### src/rtl/sgp_pkg.sv
package sgp_pkg;
    localparam int unsigned CLK_PERIOD_NS = 40;
    localparam int unsigned NPIN = 6;
    localparam int unsigned CH_BIT = 3;
    // register byte addresses
    localparam logic [7:0] ADDR_PIN_DATA = 8'h00;
    localparam logic [7:0] ADDR_DIRECTION = 8'h04;
    localparam logic [7:0] ADDR_ANALOG_SEL = 8'h08;
    localparam logic [7:0] ADDR_PULLUP_EN = 8'h0C;
    localparam logic [7:0] ADDR_CHANGE_EN = 8'h10;
    localparam logic [7:0] ADDR_CONTROL = 8'h14;
    // control register fields
    localparam int unsigned CTL_FLAG_POS = 0;
    localparam int unsigned CTL_GPD_POS = 1;
    localparam int unsigned CTL_OSC_LSB = 2;
    localparam int unsigned CTL_EXTRST_POS = 5;
    // reset values and fixed pin masks
    localparam logic [5:0] RST_DIRECTION = 6'h3F;
    localparam logic [7:0] RST_ANALOG_SEL = 8'hFF;
    localparam logic [5:0] RST_PULLUP_EN = 6'h37;
    localparam logic [5:0] RST_CHANGE_EN = 6'h00;
    localparam logic [5:0] RST_LATCH = 6'h00;
    localparam logic RST_GPD = 1'b1;
    localparam logic RST_EXTRST = 1'b1;
    localparam logic [5:0] XTAL_PIN_MASK = 6'h30;
    localparam logic [5:0] PIN3_MASK = 6'h08;
    typedef enum logic [2:0] {
        SGP_OSC_INTERNAL = 3'b000,
        SGP_OSC_CRYSTAL_LOW_POWER = 3'b001,
        SGP_OSC_CRYSTAL_STANDARD = 3'b010,
        SGP_OSC_CRYSTAL_HIGH_SPEED = 3'b011,
        SGP_OSC_EXTERNAL_RC = 3'b100
    } sgp_osc_e;
endpackage

### src/rtl/sgp_port.sv
// Added by the designer: register access over Wishbone and the register offsets.
`timescale 1ns/1ns
module sgp_port
    import sgp_pkg::*;
(
    input wire logic clk_i,
    input wire logic rst_i,
    input wire logic warm_rst_i,
    input wire logic wb_cyc_i,
    input wire logic wb_stb_i,
    input wire logic wb_we_i,
    input wire logic [7:0] wb_adr_i,
    input wire logic [3:0] wb_sel_i,
    input wire logic [31:0] wb_dat_i,
    output logic [31:0] wb_dat_o,
    output logic wb_ack_o,
    input wire logic [5:0] pin_i,
    output logic [5:0] pin_o,
    output logic [5:0] pin_oe_o,
    output logic [5:0] pullup_o,
    output logic [7:0] analog_en_o,
    output logic port_change_flag_o,
    output logic wake_o
);
    logic rst_any;
    logic [5:0] sync_a_reg;
    logic [5:0] sync_b_reg;
    logic [5:0] latch_reg;
    logic [5:0] dir_reg;
    logic [7:0] analog_select_reg;
    logic [5:0] pullup_enable_reg;
    logic [5:0] change_irq_enable_reg;
    logic [5:0] last_read_reg;
    logic global_pullup_disable_reg;
    logic ext_reset_pin_enable_reg;
    sgp_osc_e osc_mode_reg;
    logic flag_reg;
    logic ack_reg;
    logic [31:0] dat_reg;
    logic [5:0] oe_reg;
    logic [5:0] pout_reg;
    logic [5:0] pu_reg;
    logic [7:0] an_reg;
    logic wake_reg;
    logic req;
    logic wr_lane0;
    logic port_access;
    logic xtal_mode;
    logic [5:0] xtal_mask;
    logic [5:0] dir_eff;
    logic [5:0] pin_read;
    logic [5:0] mismatch_bits;
    logic mismatch;
    logic [5:0] pu_next;
    logic [31:0] rd_next;
    logic flag_clear;

    assign rst_any = rst_i | warm_rst_i;
    assign req = wb_cyc_i & wb_stb_i & ~ack_reg;
    assign wr_lane0 = req & wb_we_i & wb_sel_i[0];
    assign port_access = req & (wb_adr_i == ADDR_PIN_DATA);
    assign xtal_mode = (osc_mode_reg == SGP_OSC_CRYSTAL_LOW_POWER) |
                       (osc_mode_reg == SGP_OSC_CRYSTAL_STANDARD) |
                       (osc_mode_reg == SGP_OSC_CRYSTAL_HIGH_SPEED);
    assign xtal_mask = xtal_mode ? XTAL_PIN_MASK : 6'h00;
    assign dir_eff = dir_reg | xtal_mask | PIN3_MASK;

    always_ff @(posedge clk_i) begin
        sync_a_reg <= pin_i;
        sync_b_reg <= sync_a_reg;
    end

    // sampled pins gated by analog select
    genvar gi;
    generate
        for (gi = 0; gi < NPIN; gi = gi + 1) begin : g_pin
            if (gi == CH_BIT) begin : g_in_only
                assign pin_read[gi] = sync_b_reg[gi] & ~analog_select_reg[gi] & ~ext_reset_pin_enable_reg;
                // pull-up tied to reset pin use
                assign pu_next[gi] = ext_reset_pin_enable_reg;
            end else begin : g_io
                assign pin_read[gi] = sync_b_reg[gi] & ~analog_select_reg[gi];
                assign pu_next[gi] = pullup_enable_reg[gi] & ~global_pullup_disable_reg &
                                     dir_eff[gi] & ~analog_select_reg[gi];
            end
            assign mismatch_bits[gi] = change_irq_enable_reg[gi] & ~analog_select_reg[gi] &
                                       (pin_read[gi] ^ last_read_reg[gi]);
        end
    endgenerate
    assign mismatch = |mismatch_bits;
    assign flag_clear = wr_lane0 & (wb_adr_i == ADDR_CONTROL) & wb_dat_i[CTL_FLAG_POS];

    always_comb begin
        rd_next = 32'h0000_0000;
        case (wb_adr_i)
            ADDR_PIN_DATA: rd_next[5:0] = pin_read;
            ADDR_DIRECTION: rd_next[5:0] = dir_eff;
            ADDR_ANALOG_SEL: rd_next[7:0] = analog_select_reg;
            ADDR_PULLUP_EN: rd_next[5:0] = (pullup_enable_reg & ~PIN3_MASK) | xtal_mask;
            ADDR_CHANGE_EN: rd_next[5:0] = change_irq_enable_reg | xtal_mask;
            ADDR_CONTROL: begin
                rd_next[CTL_FLAG_POS] = flag_reg;
                rd_next[CTL_GPD_POS] = global_pullup_disable_reg;
                rd_next[CTL_OSC_LSB +: 3] = osc_mode_reg;
                rd_next[CTL_EXTRST_POS] = ext_reset_pin_enable_reg;
            end
            default: rd_next = 32'h0000_0000;
        endcase
    end

    // single-wait slave; unmapped addresses ack with zero data
    always_ff @(posedge clk_i) begin
        if (rst_any) begin
            ack_reg <= 1'b0;
            dat_reg <= 32'h0000_0000;
        end else begin
            ack_reg <= req;
            if (req) begin
                dat_reg <= rd_next;
            end
        end
    end

    // write lands in the latch only
    always_ff @(posedge clk_i) begin
        if (rst_any) begin
            latch_reg <= RST_LATCH;
        end else if (port_access && wr_lane0) begin
            latch_reg <= wb_dat_i[5:0];
        end
    end

    // only power-on reset clears the last-read latch
    always_ff @(posedge clk_i) begin
        if (rst_i) begin
            last_read_reg <= RST_LATCH;
        end else if (port_access) begin
            // any port access ends the mismatch
            last_read_reg <= pin_read;
        end
    end

    always_ff @(posedge clk_i) begin
        if (rst_any) begin
            dir_reg <= RST_DIRECTION;
            analog_select_reg <= RST_ANALOG_SEL;
            pullup_enable_reg <= RST_PULLUP_EN;
            change_irq_enable_reg <= RST_CHANGE_EN;
            global_pullup_disable_reg <= RST_GPD;
            ext_reset_pin_enable_reg <= RST_EXTRST;
            osc_mode_reg <= SGP_OSC_INTERNAL;
        end else if (wr_lane0) begin
            case (wb_adr_i)
                ADDR_DIRECTION: dir_reg <= wb_dat_i[5:0];
                ADDR_ANALOG_SEL: analog_select_reg <= wb_dat_i[7:0];
                ADDR_PULLUP_EN: pullup_enable_reg <= wb_dat_i[5:0];
                ADDR_CHANGE_EN: change_irq_enable_reg <= wb_dat_i[5:0];
                ADDR_CONTROL: begin
                    global_pullup_disable_reg <= wb_dat_i[CTL_GPD_POS];
                    ext_reset_pin_enable_reg <= wb_dat_i[CTL_EXTRST_POS];
                    osc_mode_reg <= sgp_osc_e'(wb_dat_i[CTL_OSC_LSB +: 3]);
                end
                default: osc_mode_reg <= osc_mode_reg;
            endcase
        end
    end

    // flag: set wins over clear, access cycle blinds detection
    always_ff @(posedge clk_i) begin
        if (rst_any) begin
            flag_reg <= 1'b0;
        end else if (mismatch && !port_access) begin
            flag_reg <= 1'b1;
        end else if (flag_clear) begin
            flag_reg <= 1'b0;
        end
    end

    always_ff @(posedge clk_i) begin
        if (rst_any) begin
            oe_reg <= 6'h00;
            pout_reg <= 6'h00;
            pu_reg <= 6'h00;
            an_reg <= 8'h00;
            wake_reg <= 1'b0;
        end else begin
            oe_reg <= ~dir_eff;
            pout_reg <= latch_reg;
            pu_reg <= pu_next;
            an_reg <= analog_select_reg;
            wake_reg <= flag_reg;
        end
    end

    assign wb_ack_o = ack_reg;
    assign wb_dat_o = dat_reg;
    assign pin_o = pout_reg;
    assign pin_oe_o = oe_reg;
    assign pullup_o = pu_reg;
    assign analog_en_o = an_reg;
    assign port_change_flag_o = flag_reg;
    assign wake_o = wake_reg;

    // helper: previous cycle was out of reset
    logic live_reg;
    always_ff @(posedge clk_i) begin
        live_reg <= ~rst_any;
    end
endmodule

### config.mk
export PLATFORM = sky130hd
export DESIGN_NAME = sgp_port
export DESIGN_NICKNAME = d
export VERILOG_FILES = /design/src/rtl/sgp_pkg.sv /design/src/rtl/sgp_port.sv
export SDC_FILE = /design/constraint.sdc
export NUM_CORES = 1
export LEC_CHECK = 0
export ABC_CLOCK_PERIOD_IN_PS = 1400
export BUFFER_PORTS_ARGS = -buffer_cell sky130_fd_sc_hd__buf_2
export CAP_MARGIN = 20
export CORE_MARGIN = 3
export CORE_UTILIZATION = 45
export CTS_CLUSTER_SIZE = 40
export DETAILED_ROUTE_END_ITERATION = 16
export GPL_TIMING_DRIVEN = 0
export HOLD_SLACK_MARGIN = 0.15
export MAX_ROUTING_LAYER = met4
export PLACE_DENSITY = 0.72
export SETUP_SLACK_MARGIN = 0.05
export SLEW_MARGIN = 40
export SYNTH_ARGS = -nofsm -noshare
export SYNTH_HDL_FRONTEND = slang
export SYNTH_SLANG_ARGS = --single-unit
### constraint.sdc
create_clock -name clk_i -period 1.4 [get_ports clk_i]
set_input_delay 0.14 -clock clk_i [delete_from_list [all_inputs] [get_ports clk_i]]
set_output_delay 0.14 -clock clk_i [all_outputs]
set_load 0.01 [all_outputs]
## Word-level counts from Yosys, hierarchy flattened

Index checks and enable logic that the tools add are counted.
Widths: inputs -> output; s select.

- Register bits: 92
- Output and inout bits: 61

- Equal/unequal tests: 8
- Multiplexer cells: 5
- Bitwise logic cells: 63
- Reduce and logical (&&, ||, !) cells: 11

Operators by type and width:

| cell | number |
|---|---|
| $and 1x1->1 | 41 |
| $pmux 6 s6 | 1 |
| $or 6x6->6 | 3 |
| $eq 8x4->1 const B | 2 |
| $eq 8x5->1 const B | 2 |
| $reduce_and 2->1 | 5 |
| $not 1->1 | 9 |
| $eq 8x3->1 const B | 1 |
| $logic_not 8->1 | 1 |
| $eq 3x2->1 const B | 2 |
| $mux 6 | 1 |
| $not 6->6 | 1 |
| $reduce_or 6->1 | 1 |
| $xor 1x1->1 | 6 |
| $eq 3x1->1 const B | 1 |
| $or 1x1->1 | 3 |
| $logic_and 1x1->1 | 2 |
| $mux 1 | 2 |
| $mux 2 | 1 |
| $reduce_bool 2->1 | 1 |
| $logic_not 1->1 | 1 |

## Logic depth before layout (Yosys ltp)

Gate-level depths: netlist (run 1).

- Depth in word-level cells: 8
- Depth in mapped cells: 6
- Depth with buffers taken out: 4

## Least setup slack after synthesis (run 1)

OpenSTA, ideal clock, no wires.

- Path kind: flip-flop to flip-flop
- Start: reg ack_reg, in the netlist wb_ack_o
- End: reg osc_mode_reg[1]
- Arrival: 1.409 ns
- Data required time: 1.330 ns
- Setup slack: -0.079 ns
- Cell stages (with the launch flop): 6
- Path buffers: 1
- Cell sequence: dfxtp_1 > nand3b_1 > nor3_1 > buf_2 > nand3_1 > a21oi_1

- Cells in the longest elaborated chain, start to end: 5

RTL lines:

| item | line | source |
|---|---|---|
| start, declared | sgp_port.sv:38 | `logic ack_reg;` |
| start signal, assigned | sgp_port.sv:117 | `ack_reg <= req;` |
| $not 1->1 | sgp_port.sv:59 | `assign req = wb_cyc_i & wb_stb_i & ~ack_reg;` |
| $and 1x1->1 | sgp_port.sv:59 |  |
| $and 1x1->1 (2 in series) | sgp_port.sv:60 | `assign wr_lane0 = req & wb_we_i & wb_sel_i[0];` |
| $reduce_and 2->1 (no line) | - |  |
| end signal, assigned | sgp_port.sv:161 | `osc_mode_reg <= sgp_osc_e'(wb_dat_i[CTL_OSC_LSB +: 3]);` |
| end signal, assigned | sgp_port.sv:163 | `default: osc_mode_reg <= osc_mode_reg;` |
| end, declared | sgp_port.sv:36 | `sgp_osc_e osc_mode_reg;` |

No other way between the ends.
A chain may end at the register's enable or synchronous reset.

## Worst setup path in the final report (run 1)

- Start: reg ack_reg, in the netlist wb_ack_o
- End: reg dat_reg[5], in the netlist wb_dat_o[5]

- Cells in the longest elaborated chain, start to end: 2

RTL lines:

| item | line | source |
|---|---|---|
| $not 1->1 | sgp_port.sv:59 |  |
| $and 1x1->1 | sgp_port.sv:59 |  |
| end signal, assigned | sgp_port.sv:119 | `dat_reg <= rd_next;` |
| end, declared | sgp_port.sv:39 | `logic [31:0] dat_reg;` |

No other way between the ends.

==> summary.txt, run 1 <==
Die Y: 97.4 um
largest net degree at the start of global routing: 15
ys async rst share: 0%
most numerous cell in the Yosys netlist: dfxtp_1
Final min period: 1.42 ns
Avg Inst Size Synth: 9.20 um2
Tightest Hold Check Type: input port to register
critical path fanouts, max: 4
FF+latch count, synth: 89
commonest cells in the netlist: dfxtp_1, nand3_1, o21ai_0
Slew Viols, Final: 0
met1 GRT Util: 32.1%
max_cap viols: 0
Overflow after GRT: 0
vias in the first global route: 3,389
H-tree Lvls: 3
DR pass1 iterations: 6
Synth area leaders: dfxtp_1, nand3_1, buf_4
RSZ-0062 raised after global routing: true
Fin. Hold Viols: 0
Crit Path Category: register to register
ant diodes: 0
Gate Count Post-Synth: 409
leak pwr: 2.07 nW
Core Rows: 32
area growth from synthesis to layout: 32.2%
clock-pin slew on the worst setup and hold paths: 0.09 ns
Arr. time, crit path: 1.72 ns
DRT iter0 DRCs: 214
Via Count: 3,495
vias per inst: 5.44
final worst path period share: 101%
first-pass GRT wire length: 18,100 um
WL per Instance: 18.0 um
Buffers on Ports: 63
Worst EP required: 1.71 ns
internal reg-to-reg setup slack: -0.02 ns
clock root cell: clkbuf_8
Mapped Area: 3760 um2
Max Clk Rate: 707 MHz
starting density of the core: 47.4%
CP endpoint kind: register
setup violators final: 6
YS warnings: 0
clk_lat worst skew: 0.36 ns
cell taking the most area after synthesis: dfxtp_1
PnR worst setup slack: -0.0152 ns
Post-Route WL: 11,600 um
layer with the highest usage: met2
IO Pins: 117
failing checks: negative setup slack
Global Route met2 Usage: 38.8%
Final nets: 592
Primary FF master, synth: dfxtp_1
fraction of layout cells with a size suffix above 1: 33.3%
clock buffer depth: 2
antenna violations before repair: 0
number of synthesized flops with an enable pin: 0
Fillers: 673
TritonCTS Sinks: 89
die area: 9490 um2
GR met3 Demand/Resource: 3.52%
slew margin rel.: 57.4%
Global Route Usage Sum: 24.7%
Worst-Margin Slew: 0.640 ns
top cell type's share of synthesized area: 47.4%
setup TNS: -0.0546 ns
CTS Buf Count: 9
VDD IR max: 587 uV
Detail Placement HPWL: 8110 um
status: complete, but fails checks
count of cell types in the netlist: 62
CTS tree: yes
Pwr Density: 978 nW/um2
Final ANT Viol Nets: 0
clk_skew: 0.00711 ns
Placeable Area: 7930 um2
Seq/Total Area, Yosys: 47.4%
pre-CTS WS: -0.515 ns
Die Wd: 97.4 um
GP Congestion: 0.926
Startpoint Class: register
DRC: 0
kinds of logic (layout without fill, tap and decap cells):
| family | after synthesis | after routing | share of synthesized area [%] |
|---|---|---|---|
| multiplexers | 9 | 9 | 2.79 |
| flip-flops | 89 | 89 | 47.4 |
| buffers and inverters | 52 | 160 | 8.35 |
| XOR/XNOR | 6 | 6 | 1.40 |
| other | 1 | 25 | 0.0997 |
| AND/OR/NAND/NOR | 171 | 171 | 26.4 |
| AO/OA/AOI/OAI | 81 | 81 | 13.6 |
worst max-delay path, stage by stage (launching register included):
cell and delay (ns):
dfxtp_2 0.34, nand3b_1 0.20, buf_6 0.16, a2111oi_4 0.24, buf_4 0.20, a21o_2 0.09
o211a_1 0.13
power by group:
part	internal, W	total (W)	switching (W)
clock	0.000924	0.00183	0.000911
combinational	0.000194	0.000459	0.000265
sequential	0.00256	0.00257	0.0000125
through the flow:
stage	total power [W]	hold WS, ns	util [%]	std cells	cell area [um2]
finish	0.00486	0.253	62.7	643	4970
global route	0.00501	0.253	62.7	643	4970
CTS	0.00485	0.212	61.0	637	4840
detailed placement	0.00301	0.244	54.6	598	4330
global placement	0.00301	0.242	54.6	598	4330
floorplan	0.00287	0.168	-	433	3880
cell usage in the layout, fill, tap and decap left out, types with 4 or more instances in the layout:
cell	n
buf_2	66
o21ai_0	19
buf_4	38
nor3_4	4
o21ai_1	12
a21oi_1	21
a21oi_2	4
nor2b_1	7
mux2i_1	6
nor3_1	8
dfxtp_2	5
and2_1	20
nand3_1	59
dfxtp_1	81
buf_6	9
nor2_1	17
nand3b_1	4
clkbuf_8	11
clkbuf_1	7
nand2_1	20
dlygate4sd3_1	17
xor2_1	5
conb_1	25
metal layers:
layer	wire length [um]	share of wire, %	up-vias
met5	0	0	-
met4	282	2.4	0
met3	851	7.4	24
met2	5500	48	181
met1	4920	43	1637
li1	-	-	1653
final timing paths:
kind,from,to,cells past startpoint
setup / recovery,wb_ack_o$_SDFF_PP0_,wb_dat_o[5]$_SDFFE_PP0N_,6
hold / removal,warm_rst_i,pullup_o[2]$_SDFF_PP0_,3
setup reg to reg,wb_ack_o$_SDFF_PP0_,wb_dat_o[5]$_SDFFE_PP0N_,6
hold reg to reg,sync_a_reg[2]$_DFF_P_,sync_b_reg[2]$_DFF_P_,0
final cells by class:
type	instances	area, um2	area share (%)
Timing Repair Buffer	95	621	12.5
Tap cell	102	128	2.57
Clock inverter	4	51.3	1.03
Multi-Input combinational cell	292	1890	38.1
Sequential cell	89	1800	36.2
Clock buffer	12	155	3.12
Inverter	4	15.0	0.302
Buffer	45	310	6.24
timing repair:
| item | in CTS | in global routing |
|---|---|---|
| resized for setup | 35 | 31 |
| endpoints found under the hold margin | 44 | 0 |
| setup buffers | 8 | 6 |
| setup endpoints to repair | 48 | 49 |
| gates cloned | 1 | 0 |
| hold buffers | 17 | 0 |
| pin swaps | 9 | 8 |
Power figures use the tool's default switching activity.
==> run 2, diff against run 1 <==
BUFFER_PORTS_ARGS = default   (was -buffer_cell sky130_fd_sc_hd__buf_2)
CORE_UTILIZATION = 56   (was 45)
DONT_BUFFER_PORTS = 1   (was default)
==> summary.txt, run 2 (synthesized netlist as in run 1, its figures left out) <==
status: complete, but fails checks (unchanged)
failing checks: negative setup slack (unchanged)
setup TNS: -0.674 ns (was -0.0546 ns)
Crit Path Category: register to register (unchanged)
H-tree Lvls: 3 (unchanged)
hold_ws: 0.133 ns (was 0.253 ns)
final worst path period share: 109% (was 101%)
clk_lat worst skew: 0.37 ns (was 0.36 ns)
CTS tree: yes (unchanged)
Placed Instance Area: 3980 um2 (was 4330 um2)
hold buffer count at CTS: 18 (was 17)
Final min period: 1.52 ns (was 1.42 ns)
Worst EP required: 1.67 ns (was 1.71 ns)
commonest non-fill, non-tap cell in the layout: dfxtp_1 (unchanged)
Via Count: 3,324 (was 3,495)
ant diodes: 0 (unchanged)
clock root cell: clkbuf_8 (unchanged)
CP endpoint kind: register (unchanged)
Fillers: 492 (was 673)
DRC: 0 (unchanged)
Fin. Hold Viols: 0 (unchanged)
CP delay by family, top: compound AO/OA/AOI/OAI gates (unchanged)
VDD IR max: 571 uV (was 587 uV)
most frequent cells in the layout: dfxtp_1, nand3_1, buf_4 (was dfxtp_1, buf_2, nand3_1)
Max Clk Rate: 657 MHz (was 707 MHz)
fraction of layout cells with a size suffix above 1: 24.0% (was 33.3%)
IO Pins: 117 (unchanged)
Post-Route WL: 10,700 um (was 11,600 um)
clk_skew: 0.0112 ns (was 0.00711 ns)
Worst-Margin Slew: 0.698 ns (was 0.640 ns)
first-pass GRT wire length: 16,100 um (was 18,100 um)
clock-pin slew on the worst setup and hold paths: 0.09 ns (about the same)
Final ANT Viol Nets: 0 (unchanged)
DRT iter0 DRCs: 403 (was 214)
max_cap viols: 0 (unchanged)
DR pass1 iterations: 7 (was 6)
TritonCTS Sinks: 89 (unchanged)
Final nets: 531 (was 592)
final core utilization: 72.2% (was 62.7%)
Tightest Hold Check Type: input port to register (unchanged)
clock buffer depth: 2 (unchanged)
antenna violations before repair: 0 (unchanged)
slowest CP cell: dfxtp_4 (was dfxtp_2)
Placeable Area: 6420 um2 (was 7930 um2)
Global Route Usage Sum: 28.9% (was 24.7%)
Final Cell Area: 4640 um2 (was 4970 um2)
vias in the first global route: 3,023 (was 3,389)
CTS Buf Count: 9 (unchanged)
Worst path max stage delay: 0.37 ns (was 0.34 ns)
Overflow after GRT: 0 (unchanged)
Core Rows: 29 (was 32)
GP Congestion: 0.971 (was 0.926)
die area: 7740 um2 (was 9490 um2)
CP Cell Sequence: nand3b_1 > buf_6 > a2111oi_4 > buf_4 > a21oi_1 > a211oi_1 (was nand3b_1 > buf_6 > a2111oi_4 > buf_4 > a21o_2 > o211a_1)
area growth from synthesis to layout: 23.3% (was 32.2%)
Pwr Density: 1010 nW/um2 (was 978 nW/um2)
vias per inst: 5.97 (was 5.44)
Detail Placement HPWL: 7090 um (was 8110 um)
setup violators final: 22 (was 6)
Die Y: 88.0 um (was 97.4 um)
Startpoint Class: register (unchanged)
RSZ-0062 raised after global routing: true (unchanged)
Arr. time, crit path: 1.79 ns (was 1.72 ns)
largest net degree at the start of global routing: 15 (unchanged)
WL per Instance: 19.2 um (was 18.0 um)
PnR worst setup slack: -0.122 ns (was -0.0152 ns)
number of buffers and inverters on the critical path: 2 (unchanged)
Slew Viols, Final: 0 (unchanged)
slew margin rel.: 53.2% (was 57.4%)
Buffers on Ports: 0 (was 63)
Die Wd: 88.0 um (was 97.4 um)
critical path fanouts, max: 4 (unchanged)
leak pwr: 1.78 nW (was 2.07 nW)
starting density of the core: 58.6% (was 47.4%)
## run 2: path summary, 6_finish.rpt
| path | start | end | slack [ns] | depth (start not counted) |
|---|---|---|---|---|
| setup / recovery | wb_ack_o$_SDFF_PP0_ | wb_dat_o[4]$_SDFFE_PP0N_ | -0.12 | 6 |
| hold / removal | wb_adr_i[0] | last_read_reg[0]$_SDFFE_PP0P_ | 0.13 | 4 |
| setup reg to reg | wb_ack_o$_SDFF_PP0_ | wb_dat_o[4]$_SDFFE_PP0N_ | -0.12 | 6 |
| hold reg to reg | sync_a_reg[1]$_DFF_P_ | sync_b_reg[1]$_DFF_P_ | 0.33 | 0 |
## run 2: what timing repair did
action / CTS / global route
setup endpoints to repair: 47 / 49
endpoints found under the hold margin: 53 / 2
pin swaps: 13 / 14
buffers inserted: 13 / 1
resized for setup: 47 / 20
cloned: 1 / 0
## run 2: per-layer routing
metal  track usage, %  part of all wire [%]
met1             37.5                    41
met3             5.36                   8.8
met4             12.6                   3.6
met2             43.8                    46
met5                -                     0
## run 2: cell type report
class,instances,area (um2),share of cell area (%)
multi-input cells,292,1890,40.7
flip-flops and latches,89,1800,38.8
repair buffers,33,328,7.07
plain buffers,46,320,6.91
clock buffers,12,165,3.56
well taps,77,96.3,2.08
clock inverters,4,26.3,0.567
inverters,4,15.0,0.324
## run 2: report_power, final
part	internal, W	leakage (nW)	switching, W
sequential	0.00256	0.725	0.0000214
combinational	0.000166	0.955	0.000229
clock	0.000788	0.0984	0.000905
## run 2: per-stage QoR
step	setup slack [ns]	std cells	power, W
floorplan	0.00261	433	0.00287
global placement	-0.465	510	0.00292
detailed placement	-0.477	510	0.00293
CTS	-0.0273	556	0.00465
global route	-0.189	557	0.00483
finish	-0.122	557	0.00466
## run 2: worst min-delay path, delay by kind of cell
family           cells  cell delay (ns)
AND/OR/NAND/NOR      3             0.27
AO/OA/AOI/OAI        1             0.05
==> run 3, diff against run 2 <==
ABC_CLOCK_PERIOD_IN_PS = 1580   (was 1400)
CELL_PAD_IN_SITES_DETAIL_PLACEMENT = 1   (was default)
CELL_PAD_IN_SITES_GLOBAL_PLACEMENT = 2   (was default)
CORE_MARGIN = 2   (was 3)
CORE_UTILIZATION = 36   (was 56)
PLACE_DENSITY = 0.75   (was 0.72)
clock period = 1.58 ns   (was 1.4 ns; I/O delays follow)
==> summary.txt, run 3 (synthesized netlist as in run 1, its figures left out) <==
DR pass1 iterations: 5 (was 7)
Final min period: 1.50 ns (was 1.52 ns)
Post-Route WL: 12,200 um (was 10,700 um)
Fin. Hold Viols: 0 (unchanged)
Fillers: 1,190 (was 492)
most frequent cells in the layout: dfxtp_1, nand3_1, buf_4 (unchanged)
Final nets: 523 (was 531)
area growth from synthesis to layout: 20.3% (was 23.3%)
sw power: 0.00106 W (was 0.00116 W)
clock-pin slew on the worst setup and hold paths: 0.09 ns (about the same)
internal power: 0.00322 W (was 0.00351 W)
leak pwr: 1.72 nW (was 1.78 nW)
final core utilization: 44.2% (was 72.2%)
Slew Viols, Final: 0 (unchanged)
reg-to-reg endpoint: osc_mode_reg[0]$_SDFFE_PP0N_ (was wb_dat_o[4]$_SDFFE_PP0N_)
Pwr Density: 947 nW/um2 (was 1010 nW/um2)
Detail Placement HPWL: 8480 um (was 7090 um)
WL per Instance: 20.0 um (was 19.2 um)
PnR worst setup slack: 0.0823 ns (was -0.122 ns)
H-tree Lvls: 3 (unchanged)
Overflow after GRT: 0 (unchanged)
Reg-to-Reg Start: wb_ack_o$_SDFF_PP0_ (unchanged)
Clock Power Share: 38.8% (was 36.3%)
CP endpoint kind: register (unchanged)
Seq. cell area: 1790 um2 (was 1800 um2)
clk_skew: 0.0157 ns (was 0.0112 ns)
internal reg-to-reg setup slack: 0.08 ns (was -0.12 ns)
pre-CTS WS: -0.462 ns (was -0.477 ns)
Arr. time, crit path: 1.80 ns (was 1.79 ns)
clock root cell: clkbuf_8 (unchanged)
max_cap viols: 0 (unchanged)
vias in the first global route: 3,038 (was 3,023)
Die Y: 106 um (was 88.0 um)
starting density of the core: 36.8% (was 58.6%)
IO Pins: 117 (unchanged)
commonest non-fill, non-tap cell in the layout: dfxtp_1 (unchanged)
CTS tree: yes (unchanged)
DRC: 0 (unchanged)
DP Cell Count: 569 (was 510)
Buffers on Ports: 0 (unchanged)
Final Instance Count excl. Fillers: 609 (was 557)
Comb power frac: 7.7% (was 8.5%)
DRT iter0 DRCs: 170 (was 403)
Tightest Hold Check Type: input port to register (unchanged)
first-pass GRT wire length: 17,900 um (was 16,100 um)
antenna violations before repair: 1 (was 0)
RSZ-0062 raised after global routing: true (unchanged)
TritonCTS Sinks: 89 (unchanged)
largest net degree at the start of global routing: 15 (unchanged)
die area: 11,300 um2 (was 7740 um2)
Global Route Usage Sum: 21.9% (was 28.9%)
reg2reg path depth: 6 (unchanged)
Final ANT Viol Nets: 0 (unchanged)
crit path from: wb_ack_o$_SDFF_PP0_ (unchanged)
VDD IR max: 319 uV (was 571 uV)
Worst EP required: 1.89 ns (was 1.67 ns)
Worst-Margin Slew: 0.728 ns (was 0.698 ns)
switching share of power: 24.8% (about the same)
final worst path period share: 94.8% (was 109%)
worst setup path endpoint: osc_mode_reg[0]$_SDFFE_PP0N_ (was wb_dat_o[4]$_SDFFE_PP0N_)
fraction of layout cells with a size suffix above 1: 20.1% (was 24.0%)
Max Clk Rate: 668 MHz (was 657 MHz)
Multi-input gate area: 1800 um2 (was 1890 um2)
Core Rows: 37 (was 29)
Via Count: 3,217 (was 3,324)
GP Congestion: 0.870 (was 0.971)
critical path fanouts, max: 5 (was 4)
setup violators final: 0 (was 22)
status: completed (was complete, but fails checks)
Placeable Area: 10,200 um2 (was 6420 um2)
Crit Path Category: register to register (unchanged)
Startpoint Class: register (unchanged)
Sequential Power Share: 53.4% (was 55.3%)
clock buffer depth: 2 (unchanged)
vias per inst: 5.28 (was 5.97)
Die Wd: 106 um (was 88.0 um)
CTS Buf Count: 9 (unchanged)
clk_lat worst skew: 0.37 ns (about the same)
hold_sp: wb_adr_i[0] (unchanged)
slew margin rel.: 51.2% (was 53.2%)
==> run 3: final cells by class <==
type,count,share of cell area [%]
Antenna cell,1,0.0553
Clock inverter,4,1.13
Clock buffer,12,3.43
Buffer,45,6.78
Inverter,4,0.332
Sequential cell,89,39.6
Timing Repair Buffer,26,5.15
Tap cell,136,3.76
Multi-Input combinational cell,292,39.8
==> run 3: metal layers <==
| metal | up-vias | global-route usage, % | routed length [um] |
|---|---|---|---|
| li1 | 1523 | - | - |
| met4 | 0 | 6.86 | 154 |
| met5 | - | - | 0 |
| met3 | 12 | 3.99 | 794 |
| met1 | 1547 | 29.1 | 5430 |
| met2 | 135 | 34.2 | 5790 |
==> run 3: metrics by stage <==
stage / total power (W) / setup TNS, ns / hold slack (ns) / instance area [um2]
after floorplan: 0.00254 / 0 / 0.186 / 3850
after CTS: 0.00430 / 0 / -0.0684 / 4450
after global routing: 0.00443 / -0.00341 / 0.153 / 4520
final: 0.00428 / 0 / 0.150 / 4520
after global placement: 0.00260 / -13.85 / 0.186 / 4020
after detailed placement: 0.00260 / -15.51 / 0.186 / 4020
==> run 3: power groups by stage <==
stage	Combinational (W)	Clock, W	Sequential (W)
after floorplan	0.000201	0	0.00234
after global placement	0.000256	0	0.00234
after detailed placement	0.000257	0	0.00234
after CTS	0.000311	0.00170	0.00229
after global routing	0.000354	0.00179	0.00229
final	0.000331	0.00166	0.00229
==> run 3: critical path, cell delays in order (launching register included) <==
cell and delay [ns]:
dfxtp_4 0.37, nand3b_1 0.19, buf_4 0.20, nor3_4 0.26, buf_4 0.20, nand3_1 0.08, a21oi_1 0.13
==> run 3: worst min-delay path by stage <==
stage / end / cells after the start
after floorplan: sync_a_reg[0]$_DFF_P_ / 0
after global placement: sync_a_reg[3]$_DFF_P_ / 0
after detailed placement: sync_a_reg[0]$_DFF_P_ / 0
after CTS: pullup_enable_reg[1]$_SDFFE_PP1P_ / 2
after global routing: last_read_reg[1]$_SDFFE_PP0P_ / 4
final: last_read_reg[1]$_SDFFE_PP0P_ / 4
==> run 3: what timing repair did <==
item	in CTS	in global routing
hold buffers	15	1
gates cloned	0	2
pin swaps	1	3
hold endpoints to repair	49	6
buffers inserted	6	2
endpoints found under the setup margin	47	50
resized for setup	12	19
